===== config.mk =====
export PLATFORM = sky130hd
export DESIGN_NAME = adsc_seq_ctrl
export DESIGN_NICKNAME = d
export VERILOG_FILES = /design/src/adsc_pkg.sv /design/src/adsc_result_ram.sv /design/src/adsc_clk_div.sv /design/src/adsc_seq_ctrl.sv
export VERILOG_INCLUDE_DIRS = /design/src
export SDC_FILE = /design/constraint.sdc
export NUM_CORES = 1
export LEC_CHECK = 0
export BUFFER_PORTS_ARGS = -buffer_cell sky130_fd_sc_hd__buf_2
export CORE_MARGIN = 2
export CORE_UTILIZATION = 65
export DETAILED_ROUTE_END_ITERATION = 8
export GPL_TIMING_DRIVEN = 0
export PLACE_DENSITY = 0.82
export SLEW_MARGIN = 20
export SYNTH_ARGS = -nofsm -noshare
export SYNTH_HDL_FRONTEND = slang
export SYNTH_SLANG_ARGS = --single-unit

===== constraint.sdc =====
create_clock -name clk -period 13.4 [get_ports clk]
set_input_delay 2.01 -clock clk [delete_from_list [all_inputs] [get_ports clk]]
set_output_delay 2.01 -clock clk [all_outputs]
set_load 0.005 [all_outputs]

===== src/adsc_params.svh =====
// Constants for the converter sequence control block
`ifndef ADSC_PARAMS_SVH
`define ADSC_PARAMS_SVH
`define ADSC_OFF_CTRL1 4'h0
`define ADSC_OFF_CTRL2 4'h1
`define ADSC_OFF_CTRL3 4'h2
`define ADSC_OFF_INSEL 4'h3
`define ADSC_OFF_PINCFG 4'h4
`define ADSC_OFF_SCANSEL 4'h5
`define ADSC_OFF_BUFBASE 5'h10
`define ADSC_CTRL1_ON 15
`define ADSC_CTRL1_TRIGGER_SOURCE_SELECT_LO 5
`define ADSC_CTRL1_SIMSEL 3
`define ADSC_CTRL1_AUTO_SAMPLE_ENABLE 2
`define ADSC_CTRL1_SAMPLE 1
`define ADSC_CTRL1_DONE 0
`define ADSC_CTRL2_VREF_LO 13
`define ADSC_CTRL2_SCANEN 10
`define ADSC_CTRL2_CHCNT_LO 8
`define ADSC_CTRL2_HALF 7
`define ADSC_CTRL2_SPLIT 1
`define ADSC_CTRL2_ALT 0
`define ADSC_CTRL2_SPI_LO 2
`define ADSC_CTRL3_AUTO_SAMPLE_CLOCKS_LO 8
`define ADSC_CONV_TADS 5'd12
`define ADSC_TRIG_SW 3'h0
`define ADSC_TRIG_AUTO 3'h7
`define ADSC_MAX_KSPS 500
`endif


===== src/adsc_pkg.sv =====
// Types for the converter sequence control block
package adsc_pkg;
    typedef enum logic [3:0] {
        ST_IDLE = 4'b0001,
        ST_SAMPLE = 4'b0010,
        ST_CONVERT = 4'b0100,
        ST_NEXT = 4'b1000
    } adsc_state_e;
    typedef struct packed {
        logic [3:0] posInput;
        logic negInput;
    } adsc_mux_s;
    typedef struct packed {
        logic start;
        logic [1:0] channel;
        adsc_mux_s sel;
        logic [1:0] vref;
    } adsc_conv_req_s;
endpackage


===== src/adsc_result_ram.sv =====
// Sixteen-word result memory, written only by the sequencer
`timescale 1ns/100ps
module adsc_result_ram
    import adsc_pkg::*;
(
    input wire logic clk,
    input wire logic wrEn,
    input wire logic [3:0] wrAddr,
    input wire logic [9:0] wrData,
    input wire logic [3:0] rdAddr,
    output logic [9:0] rdData
);
    logic [9:0] mem [0:15];

    always_ff @(posedge clk) begin
        if (wrEn) begin
            mem[wrAddr] <= wrData;
        end
        rdData <= mem[rdAddr];
    end
endmodule


===== src/adsc_clk_div.sv =====
// Conversion clock period tick generator
`timescale 1ns/100ps
module adsc_clk_div
    import adsc_pkg::*;
(
    input wire logic clk,
    input wire logic rst,
    input wire logic run,
    input wire logic [5:0] divider,
    output logic tick
);
    // One half instruction cycle per clk, so a period is divider+1 clocks
    logic [5:0] count;

    always_ff @(posedge clk or posedge rst) begin
        if (rst) begin
            count <= 6'h00;
        end else if (!run || count == divider) begin
            count <= 6'h00;
        end else begin
            count <= count + 6'h01;
        end
    end

    assign tick = run && (count == divider);
endmodule


===== src/adsc_seq_ctrl.sv =====
// Converter sequence control: registers, sequencer, multiplexer steering
`timescale 1ns/100ps
`include "adsc_params.svh"
module adsc_seq_ctrl
    import adsc_pkg::*;
(
    input wire logic clk,
    input wire logic rst,
    input wire logic [4:0] regAddr,
    input wire logic [15:0] regWrData,
    input wire logic regWr,
    input wire logic regRd,
    output logic [15:0] regRdData,
    input wire logic [5:0] extTrig,
    input wire logic [9:0] convResult,
    output adsc_conv_req_s convReq,
    output logic [3:0] holdSample,
    output logic [15:0] pinAnalog,
    output logic conversionIrqFlag
);
    logic [15:0] ctrl1;
    logic [15:0] ctrl2;
    logic [15:0] ctrl3;
    logic [15:0] inputSelect;
    logic [15:0] scanSelect;
    adsc_state_e state;
    logic tadTick;
    logic [4:0] tadCount;
    logic [1:0] chIdx;
    logic [3:0] seqCount;
    logic [3:0] wrPtr;
    logic upperHalf;
    logic useSetB;
    logic [3:0] scanPos;
    logic ramWr;
    logic [9:0] ramRdData;
    logic rdPending;
    logic rdFromBuf;
    logic [15:0] regHold;
    logic sampleClr;
    logic convOn;
    logic [2:0] trigSel;
    logic [1:0] numCh;
    logic seqEnd;
    logic groupEnd;
    logic trigHit;
    logic [3:0] scanInput;
    logic [1:0] reqCh;

    function automatic logic [1:0] last_channel(input logic [1:0] sel);
        unique case (sel)
            2'h0: last_channel = 2'h0;
            2'h1: last_channel = 2'h1;
            default: last_channel = 2'h3;
        endcase
    endfunction

    // Next selected scan input at or above a position, wrapping to the lowest
    function automatic logic [3:0] next_scan(input logic [15:0] mask, input logic [3:0] from);
        logic [3:0] pick;
        logic found;
        pick = from;
        found = 1'b0;
        for (int i = 0; i < 32; i++) begin
            if (!found && i >= from && mask[i[3:0]] && i < 16) begin
                pick = i[3:0];
                found = 1'b1;
            end
        end
        for (int i = 0; i < 16; i++) begin
            if (!found && mask[15 - i]) begin
                pick = 4'(15 - i);
            end
        end
        next_scan = pick;
    endfunction

    assign convOn = ctrl1[`ADSC_CTRL1_ON];
    assign trigSel = ctrl1[`ADSC_CTRL1_TRIGGER_SOURCE_SELECT_LO +: 3];
    assign numCh = ctrl2[`ADSC_CTRL2_CHCNT_LO +: 2];
    logic [15:0] pinCfg;
    assign pinAnalog = pinCfg;
    assign scanInput = next_scan(scanSelect, scanPos);
    assign reqCh = state == ST_NEXT ? chIdx + 2'h1 : chIdx;
    assign sampleClr = regWr && regAddr == {1'b0, `ADSC_OFF_CTRL1} && !regWrData[`ADSC_CTRL1_SAMPLE];
    // Tied to the buffer write so an aborted conversion never ends a sequence
    assign seqEnd = ramWr && chIdx == last_channel(numCh);
    assign groupEnd = seqEnd && seqCount == ctrl2[`ADSC_CTRL2_SPI_LO +: 4];
    assign ramWr = state == ST_CONVERT && tadTick && tadCount == `ADSC_CONV_TADS - 5'd1 && convOn;

    // Trigger: software clear, automatic count, or an external source
    always_comb begin
        unique case (trigSel)
            `ADSC_TRIG_SW: trigHit = sampleClr;
            `ADSC_TRIG_AUTO: trigHit = tadTick && tadCount + 5'd1 >= ctrl3[`ADSC_CTRL3_AUTO_SAMPLE_CLOCKS_LO +: 5]
                && ctrl3[`ADSC_CTRL3_AUTO_SAMPLE_CLOCKS_LO +: 5] != 5'h00;
            default: trigHit = extTrig[trigSel - 3'h1];
        endcase
    end

    adsc_clk_div uDiv (
        .clk(clk),
        .rst(rst),
        .run(convOn),
        .divider(ctrl3[5:0]),
        .tick(tadTick)
    );

    adsc_result_ram uRam (
        .clk(clk),
        .wrEn(ramWr),
        .wrAddr(wrPtr),
        .wrData(convResult),
        .rdAddr(regAddr[3:0]),
        .rdData(ramRdData)
    );

    // Register writes; buffer space ignores writes
    always_ff @(posedge clk or posedge rst) begin
        if (rst) begin
            ctrl1 <= 16'h0000;
            ctrl2 <= 16'h0000;
            ctrl3 <= 16'h0000;
            inputSelect <= 16'h0000;
            pinCfg <= 16'h0000;
            scanSelect <= 16'h0000;
        end else begin
            if (regWr) begin
                unique case (regAddr)
                    {1'b0, `ADSC_OFF_CTRL1}: ctrl1 <= {regWrData[15:1], ctrl1[0] & regWrData[0]};
                    {1'b0, `ADSC_OFF_CTRL2}: ctrl2 <= {regWrData[15:8], ctrl2[7], regWrData[6:0]};
                    {1'b0, `ADSC_OFF_CTRL3}: ctrl3 <= regWrData;
                    {1'b0, `ADSC_OFF_INSEL}: inputSelect <= regWrData;
                    {1'b0, `ADSC_OFF_PINCFG}: pinCfg <= regWrData;
                    {1'b0, `ADSC_OFF_SCANSEL}: scanSelect <= regWrData;
                    default: ;
                endcase
            end
            if (groupEnd) begin
                ctrl1[`ADSC_CTRL1_DONE] <= 1'b1;
                ctrl2[`ADSC_CTRL2_HALF] <= upperHalf ^ ctrl2[`ADSC_CTRL2_SPLIT];
            end
            if (state == ST_SAMPLE && trigHit && trigSel != `ADSC_TRIG_SW) begin
                ctrl1[`ADSC_CTRL1_SAMPLE] <= 1'b0;
            end
            if (seqEnd && ctrl1[`ADSC_CTRL1_AUTO_SAMPLE_ENABLE] && convOn) begin
                ctrl1[`ADSC_CTRL1_SAMPLE] <= 1'b1;
            end
        end
    end

    // Interrupt flag: set wins over a software clear in the same cycle
    always_ff @(posedge clk or posedge rst) begin
        if (rst) begin
            conversionIrqFlag <= 1'b0;
        end else if (groupEnd) begin
            conversionIrqFlag <= 1'b1;
        end else if (regWr && regAddr == {1'b0, `ADSC_OFF_CTRL2} && regWrData[15]) begin
            conversionIrqFlag <= 1'b0;
        end
    end

    // Sequencer
    always_ff @(posedge clk or posedge rst) begin
        if (rst) begin
            state <= ST_IDLE;
            tadCount <= 5'h00;
            chIdx <= 2'h0;
        end else if (!convOn) begin
            state <= ST_IDLE;
            tadCount <= 5'h00;
            chIdx <= 2'h0;
        end else begin
            unique case (state)
                ST_IDLE: begin
                    tadCount <= 5'h00;
                    if (ctrl1[`ADSC_CTRL1_SAMPLE]) begin
                        state <= ST_SAMPLE;
                    end
                end
                ST_SAMPLE: begin
                    if (tadTick) begin
                        tadCount <= tadCount + 5'h01;
                    end
                    if (trigHit) begin
                        state <= ST_CONVERT;
                        tadCount <= 5'h00;
                    end
                end
                ST_CONVERT: begin
                    if (tadTick) begin
                        tadCount <= tadCount + 5'h01;
                    end
                    if (tadTick && tadCount == `ADSC_CONV_TADS - 5'd1) begin
                        tadCount <= 5'h00;
                        state <= ST_NEXT;
                    end
                end
                ST_NEXT: begin
                    if (chIdx == last_channel(numCh)) begin
                        chIdx <= 2'h0;
                        state <= ST_IDLE;
                    end else begin
                        chIdx <= chIdx + 2'h1;
                        state <= ctrl1[`ADSC_CTRL1_SIMSEL] ? ST_CONVERT : ST_SAMPLE;
                    end
                end
            endcase
        end
    end

    // Pointer, split halves, alternation and scan position
    always_ff @(posedge clk or posedge rst) begin
        if (rst) begin
            wrPtr <= 4'h0;
            upperHalf <= 1'b0;
            seqCount <= 4'h0;
            useSetB <= 1'b0;
            scanPos <= 4'h0;
        end else if (!convOn) begin
            // Turning off restarts the buffer from its first word
            wrPtr <= 4'h0;
            upperHalf <= 1'b0;
            seqCount <= 4'h0;
            useSetB <= 1'b0;
            scanPos <= 4'h0;
        end else if (ramWr) begin
            if (groupEnd) begin
                upperHalf <= ctrl2[`ADSC_CTRL2_SPLIT] & ~upperHalf;
                wrPtr <= {ctrl2[`ADSC_CTRL2_SPLIT] & ~upperHalf, 3'h0};
                seqCount <= 4'h0;
                useSetB <= ctrl2[`ADSC_CTRL2_ALT] & ~useSetB;
                scanPos <= 4'h0;
            end else begin
                wrPtr <= ctrl2[`ADSC_CTRL2_SPLIT] ? {upperHalf, wrPtr[2:0] + 3'h1} : wrPtr + 4'h1;
                if (seqEnd) begin
                    seqCount <= seqCount + 4'h1;
                    useSetB <= ctrl2[`ADSC_CTRL2_ALT] & ~useSetB;
                end
                if (chIdx == 2'h0) begin
                    scanPos <= scanInput + 4'h1;
                end
            end
        end
    end

    // Converter core request: input for the active channel and reference choice
    always_ff @(posedge clk or posedge rst) begin
        if (rst) begin
            convReq <= '0;
            holdSample <= 4'h0;
        end else begin
            // Simultaneous mode asks for each further channel as it leaves the step state
            convReq.start <= convOn && (state == ST_SAMPLE && trigHit
                || state == ST_NEXT && ctrl1[`ADSC_CTRL1_SIMSEL] && chIdx != last_channel(numCh));
            convReq.channel <= reqCh;
            convReq.vref <= ctrl2[`ADSC_CTRL2_VREF_LO +: 2];
            if (reqCh == 2'h0 && ctrl2[`ADSC_CTRL2_SCANEN] && !useSetB) begin
                convReq.sel.posInput <= scanInput;
            end else begin
                convReq.sel.posInput <= useSetB ? inputSelect[11:8] : inputSelect[3:0];
            end
            convReq.sel.negInput <= useSetB ? inputSelect[12] : inputSelect[4];
            for (int c = 0; c < 4; c++) begin
                holdSample[c] <= state == ST_SAMPLE && c <= last_channel(numCh)
                    && (ctrl1[`ADSC_CTRL1_SIMSEL] || chIdx == 2'(c));
            end
        end
    end

    // Read path: data one cycle after the strobe, buffer zero-extended
    always_ff @(posedge clk or posedge rst) begin
        if (rst) begin
            rdPending <= 1'b0;
            rdFromBuf <= 1'b0;
            regHold <= 16'h0000;
        end else begin
            rdPending <= regRd;
            rdFromBuf <= regAddr[4];
            unique case (regAddr)
                {1'b0, `ADSC_OFF_CTRL1}: regHold <= ctrl1;
                {1'b0, `ADSC_OFF_CTRL2}: regHold <= {conversionIrqFlag, ctrl2[14:0]};
                {1'b0, `ADSC_OFF_CTRL3}: regHold <= ctrl3;
                {1'b0, `ADSC_OFF_INSEL}: regHold <= inputSelect;
                {1'b0, `ADSC_OFF_PINCFG}: regHold <= pinCfg;
                {1'b0, `ADSC_OFF_SCANSEL}: regHold <= scanSelect;
                default: regHold <= 16'h0000;
            endcase
        end
    end

    assign regRdData = !rdPending ? 16'h0000 : rdFromBuf ? {6'h00, ramRdData} : regHold;

    a_abort_stops: assert property (@(posedge clk) disable iff (rst)
        !convOn |=> state == ST_IDLE) else $error("sequencer ran while off");
    a_no_write_off: assert property (@(posedge clk) disable iff (rst)
        !convOn |-> !ramWr) else $error("buffer written while off");
    a_done_group: assert property (@(posedge clk) disable iff (rst)
        groupEnd |=> conversionIrqFlag && ctrl1[`ADSC_CTRL1_DONE]) else $error("flags not set");
    a_ptr_reset: assert property (@(posedge clk) disable iff (rst)
        groupEnd && !ctrl2[`ADSC_CTRL2_SPLIT] |=> wrPtr == 4'h0) else $error("pointer not rewound");
    a_half_swap: assert property (@(posedge clk) disable iff (rst)
        groupEnd && ctrl2[`ADSC_CTRL2_SPLIT] |=> upperHalf != $past(upperHalf)) else $error("half kept");
    a_split_range: assert property (@(posedge clk) disable iff (rst)
        ctrl2[`ADSC_CTRL2_SPLIT] && ramWr |-> wrPtr[3] == upperHalf) else $error("wrote wrong half");
    a_conv_len: assert property (@(posedge clk) disable iff (rst)
        $rose(state == ST_CONVERT) |-> tadCount == 5'h00) else $error("conversion count not cleared");
    a_alt_off: assert property (@(posedge clk) disable iff (rst)
        !ctrl2[`ADSC_CTRL2_ALT] |=> !useSetB) else $error("set B used");
    a_sw_trig: assert property (@(posedge clk) disable iff (rst)
        state == ST_SAMPLE && convOn && trigSel == `ADSC_TRIG_SW && sampleClr |=> state == ST_CONVERT)
        else $error("software trigger missed");
    a_ch_range: assert property (@(posedge clk) disable iff (rst)
        chIdx <= last_channel(numCh) || state == ST_IDLE) else $error("channel out of range");
    a_ptr_step: assert property (@(posedge clk) disable iff (rst)
        ramWr && !groupEnd && !ctrl2[`ADSC_CTRL2_SPLIT] |=> wrPtr == $past(wrPtr) + 4'h1)
        else $error("pointer did not step");
    a_sim_start: assert property (@(posedge clk) disable iff (rst)
        state == ST_NEXT && convOn && ctrl1[`ADSC_CTRL1_SIMSEL] && chIdx != last_channel(numCh) |=> convReq.start)
        else $error("next channel not started");
    c_group: cover property (@(posedge clk) groupEnd);
    c_split: cover property (@(posedge clk) groupEnd && ctrl2[`ADSC_CTRL2_SPLIT]);
    c_four_sim: cover property (@(posedge clk) seqEnd && numCh == 2'h2 && ctrl1[`ADSC_CTRL1_SIMSEL]);
    c_abort: cover property (@(posedge clk) state == ST_CONVERT ##1 !convOn);
endmodule


==> impl_metrics.json, run 1 <==
{
  "root_buffer": "clkbuf_16",
  "synth_edf_count": 160,
  "syn_nets": 1096,
  "grtUsageMet1_pct": 42.0,
  "gr-usage-met3_pct": 5.16,
  "globalRouteOverflowTotal": 0,
  "total_leakage_power_nw": 6.75,
  "seq_area_frac_synth_pct": 61.0,
  "area_delta_synth_final_pct": 14.0,
  "finalNetCount": 1223,
  "antenna_found_initial": 1,
  "antenna_left": 0,
  "gp_congestion": 0.921,
  "syn_area_um2": 14700,
  "die_h_um": 155,
  "wl_um": 38700,
  "vdd_drop_max_v": 0.000136,
  "slew_viol_final": 0,
  "cp.required_ns": 13.79,
  "async_flop_share_pct": 48.3,
  "wl_per_cell_um": 26.3,
  "initial_core_util_pct": 65.7,
  "setup_viol": 0,
  "grt_max_degree": 86,
  "skew_ns": 0.0149,
  "cp-start-kind": "input pin",
  "boundaryPins": 88,
  "rsz0062_at_grt": "no",
  "clock_latency_ns": 0.52,
  "timing_hold_violations_final": 0,
  "hp-class": "register to register",
  "syn_avg_cell_area_um2": 14.2,
  "clkTransAtPathRegs_ns": 0.06,
  "numCtsBuffers": 34,
  "fin_util_pct": 74.9,
  "synth_seq_cells": 329,
  "path_buf_inv": 3,
  "synth.distinct_cells": 82,
  "clk_path_buf_depth": 3,
  "dieWidth_um": 155,
  "dr.pass1.iters": 8,
  "via_per_inst": 6.64,
  "io_buffers": 86,
  "endpoint_kind": "register",
  "grt_pass1_wl_um": 58900,
  "htree_levels": 2,
  "cts_hold_buf": 0,
  "grt_use_met2_pct": 58.0,
  "gr-usage-all-layers_pct": 33.4,
  "synth.area.top_cells": "edfxtp_1, dfrtp_1, mux4_2",
  "grt_pass1_vias": 9805,
  "hp-start": "ctrl2[14]",
  "core_um2": 22400,
  "path_class": "input pin to register",
  "rows": 55,
  "cp.arrival_ns": 4.51,
  "cts_tree": "yes",
  "detail_route.iter0.violations": 1029,
  "cts_resized": 0,
  "path_common_cell": "clkbuf_1",
  "crit_start": "regAddr[1]",
  "status": "finished, final reports clean",
  "vias": 9780,
  "syn_inst": 1034,
  "drv_cap": 0,
  "path_cells": "buf_2, nor4b_2, clkbuf_1, clkbuf_1, a222oi_1, mux2i_1",
  "tns_ns": 0,
  "synth_flop_cell": "edfxtp_1",
  "slew_headroom_pct": 28.1,
  "top_usage_layer": "met2",
  "yosys_warnings": 0,
  "period_share_pct": 30.7,
  "drc_errors": 0,
  "yosysMostFrequentCell": "edfxtp_1",
  "power.total_w": 0.00254,
  "max_freq_mhz": 243,
  "stdcell_area_um2": 16800,
  "crit_path_top_delay_cell": "nor4b_2",
  "dp_hpwl_um": 26200,
  "synth_top_area_share_pct": 32.6,
  "yosys.area.top_type": "edfxtp_1",
  "dieArea_um2": 23900,
  "finalCriticalPeriod_ns": 4.11,
  "synth_common_cells": "edfxtp_1, dfrtp_1, mux2_2",
  "powerDensity_nw_per_um2": 151,
  "cts_sinks": 329,
  "tightest_slew_ns": 1.07,
  "critPathMaxFanout": 10,
  "max_stage_delay_ns": 0.75,
  "layout-drive-gt1-share_pct": 28.9,
  "cts_setup_buffers": 0,
  "path_delay_family": "buffers and inverters",
  "placed_area_um2": 15600,
  "r2r-start": "ctrl3[0]"
}
-- power by group --
group	switching (W)	leakage, nW	internal [W]
registers	0.0000749	3.59	0.00113
logic	0.000187	2.58	0.000154
clock network	0.000394	0.573	0.000599
-- kinds of logic (layout without fill, tap and decap cells) --
kind of cell / count (synthesis) / after routing / synth area share [%]
AO/OA/AOI/OAI: 155 / 155 / 7.95
other: 0 / 1 / 0
multiplexers: 171 / 171 / 16.7
buffers and inverters: 85 / 238 / 2.47
AND/OR/NAND/NOR: 249 / 249 / 8.65
flip-flops: 329 / 329 / 61.0
adder cells (fa/ha/maj): 21 / 21 / 1.78
XOR/XNOR: 24 / 24 / 1.43
-- cell type report --
| class | count | area (um^2) |
|---|---|---|
| clock inverter | 14 | 224 |
| timing repair buffer | 91 | 492 |
| inverter | 24 | 97.6 |
| sequential | 329 | 8980 |
| tap | 285 | 357 |
| antenna | 1 | 2.50 |
| multi-input combinational | 620 | 5410 |
| fill | 1365 | 5640 |
| buffer | 61 | 274 |
| clock buffer | 48 | 953 |
-- final timing paths --
| check | end | slack [ns] | depth (start not counted) |
|---|---|---|---|
| setup / recovery | regHold[9] | 9.29 | 6 |
| hold / removal | convReq[1] | 0.42 | 0 |
| setup reg to reg | uRam.mem[4][6] | 10.04 | 7 |
| hold reg to reg | convReq[1] | 0.42 | 0 |
| max in group asynchronous | convReq[2] | 11.04 | 3 |
| min in group asynchronous | holdSample[3] | 1.53 | 2 |
-- worst reg2reg max path: cells and delay by family, from the launching register on --
kind | cells | cell delay (ns)
xor gates and xnor gates | 1 | 0.19
buffers and inverters | 1 | 0.40
and+or+nand+nor | 5 | 1.95
DFF | 1 | 0.44
-- metal layers --
| layer | vias up | routed length [um] |
|---|---|---|
| li1 | 4194 | - |
| met1 | 4969 | 14100 |
| met2 | 506 | 20200 |
| met3 | 109 | 2600 |
| met4 | 2 | 1770 |
| met5 | - | 14 |
-- per-stage QoR --
stage | setup slack (ns) | std cells | hold slack, ns
5_1_grt | 9.19 | 1472 | 0.440
6_report | 9.29 | 1473 | 0.421
3_3_place_gp | 5.39 | 1405 | 0.405
3_5_place_dp | 8.88 | 1410 | 0.407
2_1_floorplan | 7.10 | 1034 | 0.370
4_1_cts | 9.31 | 1472 | 0.423
-- layout by cell type (no fill, tap or decap), types with 11 or more instances in the layout --
cell,Yosys,routed
a21oi_1,19,19
xor2_1,14,14
nor2b_1,20,20
inv_1,23,22
o21ai_0,32,32
nor2_1,57,53
buf_2,23,109
edfxtp_1,160,160
dfrtp_1,158,158
clkbuf_1,28,37
mux4_2,51,51
nand2_1,70,70
mux2_2,91,91
mux2i_1,29,29
ha_1,21,21
and2_1,11,11
nor3_1,16,12
a222oi_1,23,23
nand3_1,27,27
clkbuf_16,0,34
-- flip-flops by register name, summed over array words and instances, names as in the netlist, 5 cells and up --
signal and cells:
pinAnalog 16, ctrl1 16, uRam.rdData 10, ctrl2 15, uDiv.count 6, tadCount 5, inputSelect 16, regHold 16
ctrl3 16, uRam.mem 160, scanSelect 16, convReq 10
No activity file was read; power rests on OpenSTA's default activity.
==> run 2: changes to the inputs <==
--- a/config.mk
+++ b/config.mk
@@ -6,12 +6,13 @@
 export SDC_FILE = /design/constraint.sdc
 export NUM_CORES = 1
 export LEC_CHECK = 0
+export ABC_AREA = 1
 export BUFFER_PORTS_ARGS = -buffer_cell sky130_fd_sc_hd__buf_2
 export CORE_MARGIN = 2
-export CORE_UTILIZATION = 65
+export CORE_UTILIZATION = 55
 export DETAILED_ROUTE_END_ITERATION = 8
 export GPL_TIMING_DRIVEN = 0
-export PLACE_DENSITY = 0.82
+export PLACE_DENSITY = 0.74
 export SLEW_MARGIN = 20
 export SYNTH_ARGS = -nofsm -noshare
 export SYNTH_HDL_FRONTEND = slang
==> constraint.sdc (replaced) <==
create_clock -name clk -period 3.64 [get_ports clk]
set_input_delay 0.546 -clock clk [delete_from_list [all_inputs] [get_ports clk]]
set_output_delay 0.546 -clock clk [all_outputs]
set_load 0.005 [all_outputs]
==> run 2 against run 1 <==
- critical path depth is 23 higher
- sequential power grew to 3.7 times the previous value
- area after synthesis is 3.5% lower
- combinational power grew to 4.5 times the previous value
- non-clock buffer count is 3 higher
- sequential share of layout area is 0.91 points higher
- critical path type is now register to register
- largest cell class unchanged
- largest power group unchanged
- highest routed layer is now met4
==> impl_metrics.json, run 2 <==
{
  "synth_common_cells": "nand2_1, edfxtp_1, dfrtp_1",
  "cts_sinks": 329,
  "total_leakage_power_nw": 6.90,
  "gr-usage-all-layers_pct": 28.9,
  "slew_headroom_pct": 26.4,
  "dr.pass1.iters": 8,
  "dp_hpwl_um": 27400,
  "finalCriticalPeriod_ns": 3.39,
  "wl_um": 39000,
  "skew_ns": 0.0292,
  "vdd_drop_max_v": 0.000381,
  "dieWidth_um": 165,
  "yosys_warnings": 0,
  "seq_area_frac_synth_pct": 63.2,
  "fin_util_pct": 65.4,
  "drv_cap": 0,
  "synth_flop_cell": "edfxtp_1",
  "powerDensity_nw_per_um2": 572,
  "whs_ns": 0.00448,
  "syn_nets": 1443,
  "syn_area_um2": 14200,
  "finalNetCount": 1583,
  "cp-start-kind": "register",
  "cp.arrival_ns": 3.80,
  "antenna_left": 0,
  "grt_pass1_wl_um": 59000,
  "globalRouteOverflowTotal": 0,
  "largest_reg_flops": 160,
  "htree_levels": 2,
  "synth_seq_cells": 329,
  "grt_pass1_vias": 10600,
  "timing_hold_violations_final": 0,
  "endpoint_kind": "register",
  "path_delay_family": "simple AND/OR/NAND/NOR gates",
  "synth.area.top_cells": "edfxtp_1, dfrtp_1, nand2_1",
  "clkTransAtPathRegs_ns": 0.06,
  "antenna_cells": 0,
  "tightest_slew_ns": 1.10,
  "nFillCells": 1920,
  "antenna_found_initial": 1,
  "area_delta_synth_final_pct": 16.2,
  "rows": 58,
  "status": "finished, final reports clean",
  "path_common_cell": "nand2_1",
  "boundaryPins": 88,
  "wl_per_cell_um": 20.7,
  "layout_common_cells": "nand2_1, edfxtp_1, dfrtp_1",
  "dieArea_um2": 27100,
  "core_um2": 25300,
  "critPathMaxFanout": 7,
  "layout-drive-gt1-share_pct": 13.2,
  "crit_path_top_delay_cell": "dfrtp_2",
  "slew_viol_final": 0,
  "tns_ns": 0,
  "drc_errors": 0,
  "root_buffer": "clkbuf_16",
  "period_share_pct": 93.3,
  "via_per_inst": 5.97,
  "setup_viol": 0,
  "detail_route.iter0.violations": 1287,
  "die_h_um": 165,
  "path_buf_inv": 0,
  "grt_max_degree": 36,
  "io_buffers": 85,
  "path_class": "register to register",
  "syn_inst": 1381,
  "synth.distinct_cells": 48,
  "async_flop_share_pct": 48.3,
  "vias": 11200,
  "synth_edf_count": 160,
  "gp_congestion": 0.982,
  "syn_avg_cell_area_um2": 10.3,
  "clock_latency_ns": 0.53,
  "clk_path_buf_depth": 3,
  "initial_core_util_pct": 56.3,
  "top_register": "uRam.mem",
  "hp-class": "input pin to asynchronous set/reset pin",
  "rsz0062_at_grt": "yes",
  "yosysMostFrequentCell": "nand2_1",
  "max_stage_delay_ns": 0.45,
  "numCtsBuffers": 35,
  "cts_tree": "yes",
  "synth_top_area_share_pct": 33.8,
  "max_freq_mhz": 295,
  "final_common_cell": "nand2_1",
  "yosys.area.top_type": "edfxtp_1",
  "cp.required_ns": 4.05
}
[run 2: cell count changes in the layout (fill, tap and decap cells not counted), sizes merged, moves of 21 or more]
cell and change:
a21oi +24, mux4 -51, a222oi -23, a22oi +64, mux2i -28, mux2 -91, o21ai +107, nand3 +32
nand2 +217, nand4 +21, nor2 +63, inv +98
[run 2: metrics by stage]
step	instance area [um^2]	total power [W]	std cells	setup WS, ns
after floorplan	14200	0.00534	1381	0.633
after global placement	15100	0.00580	1796	0.0143
after detailed placement	15200	0.00586	1801	0.231
after CTS	16300	0.00930	1865	0.225
after global routing	16500	0.00981	1878	-0.0919
final	16500	0.00945	1878	0.245
[run 2: worst reg2reg max path: cells and delay by family, from the launching register on]
family	cells	cell delay, ns
compound gates	2	0.37
xor+xnor	1	0.07
simple gates	25	2.19
flops	1	0.45
fa+ha+maj	1	0.20
[run 2: cell families (layout without fill, tap and decap cells)]
logic type,Yosys count,count (layout),synth area share [%]
AO/OA/AOI/OAI,306,306,13.2
XOR/XNOR,15,15,0.924
adder cells (fa/ha/maj),21,21,1.85
buffers and inverters,179,346,4.78
flip-flops,329,329,63.2
multiplexers,1,1,0.0704
AND/OR/NAND/NOR,530,530,16.0
[run 2: layout make-up]
| cell class | count | area (um^2) | area share (%) |
|---|---|---|---|
| Multi-Input combinational cell | 873 | 4680 | 28.3 |
| Tap cell | 330 | 413 | 2.50 |
| Timing Repair Buffer | 103 | 623 | 3.77 |
| Buffer | 52 | 206 | 1.25 |
| Sequential cell | 329 | 8990 | 54.4 |
| Clock inverter | 19 | 149 | 0.901 |
| Clock buffer | 45 | 986 | 5.97 |
| Inverter | 127 | 480 | 2.91 |
[run 2: where the power goes]
part / total, W / internal (W) / switching [W]
sequential: 0.00442 / 0.00417 / 0.000253
clock: 0.00348 / 0.00201 / 0.00148
combinational: 0.00154 / 0.000573 / 0.000970
[run 2: layer usage]
metal | up-vias | track usage, % | routed length (um)
met5 | - | 0 | 0
met4 | 0 | 10.8 | 1530
met3 | 106 | 6.50 | 3880
met2 | 634 | 46.4 | 18300
met1 | 5376 | 38.8 | 15200
li1 | 5099 | - | -
[run 2: final timing paths]
check	from	endpoint	slack (ns)	depth (start not counted)
worst min-delay path	rst	chIdx[0]	0.004	2
worst min register to register	ctrl2[14]	convReq[1]	0.41	0
max in group asynchronous	rst	scanSelect[11]	2.49	6
min in group clk	regRd	rdPending	0.15	1
worst max-delay path	scanPos[2]	scanPos[2]	0.25	29
worst max register to register	scanPos[2]	scanPos[2]	0.25	29
[run 2: timing repair]
| item | CTS | global route |
|---|---|---|
| buffers inserted | 0 | 13 |
| setup endpoints to repair | 0 | 3 |
| gates resized for setup | 0 | 30 |
| hold buffers | 0 | 0 |
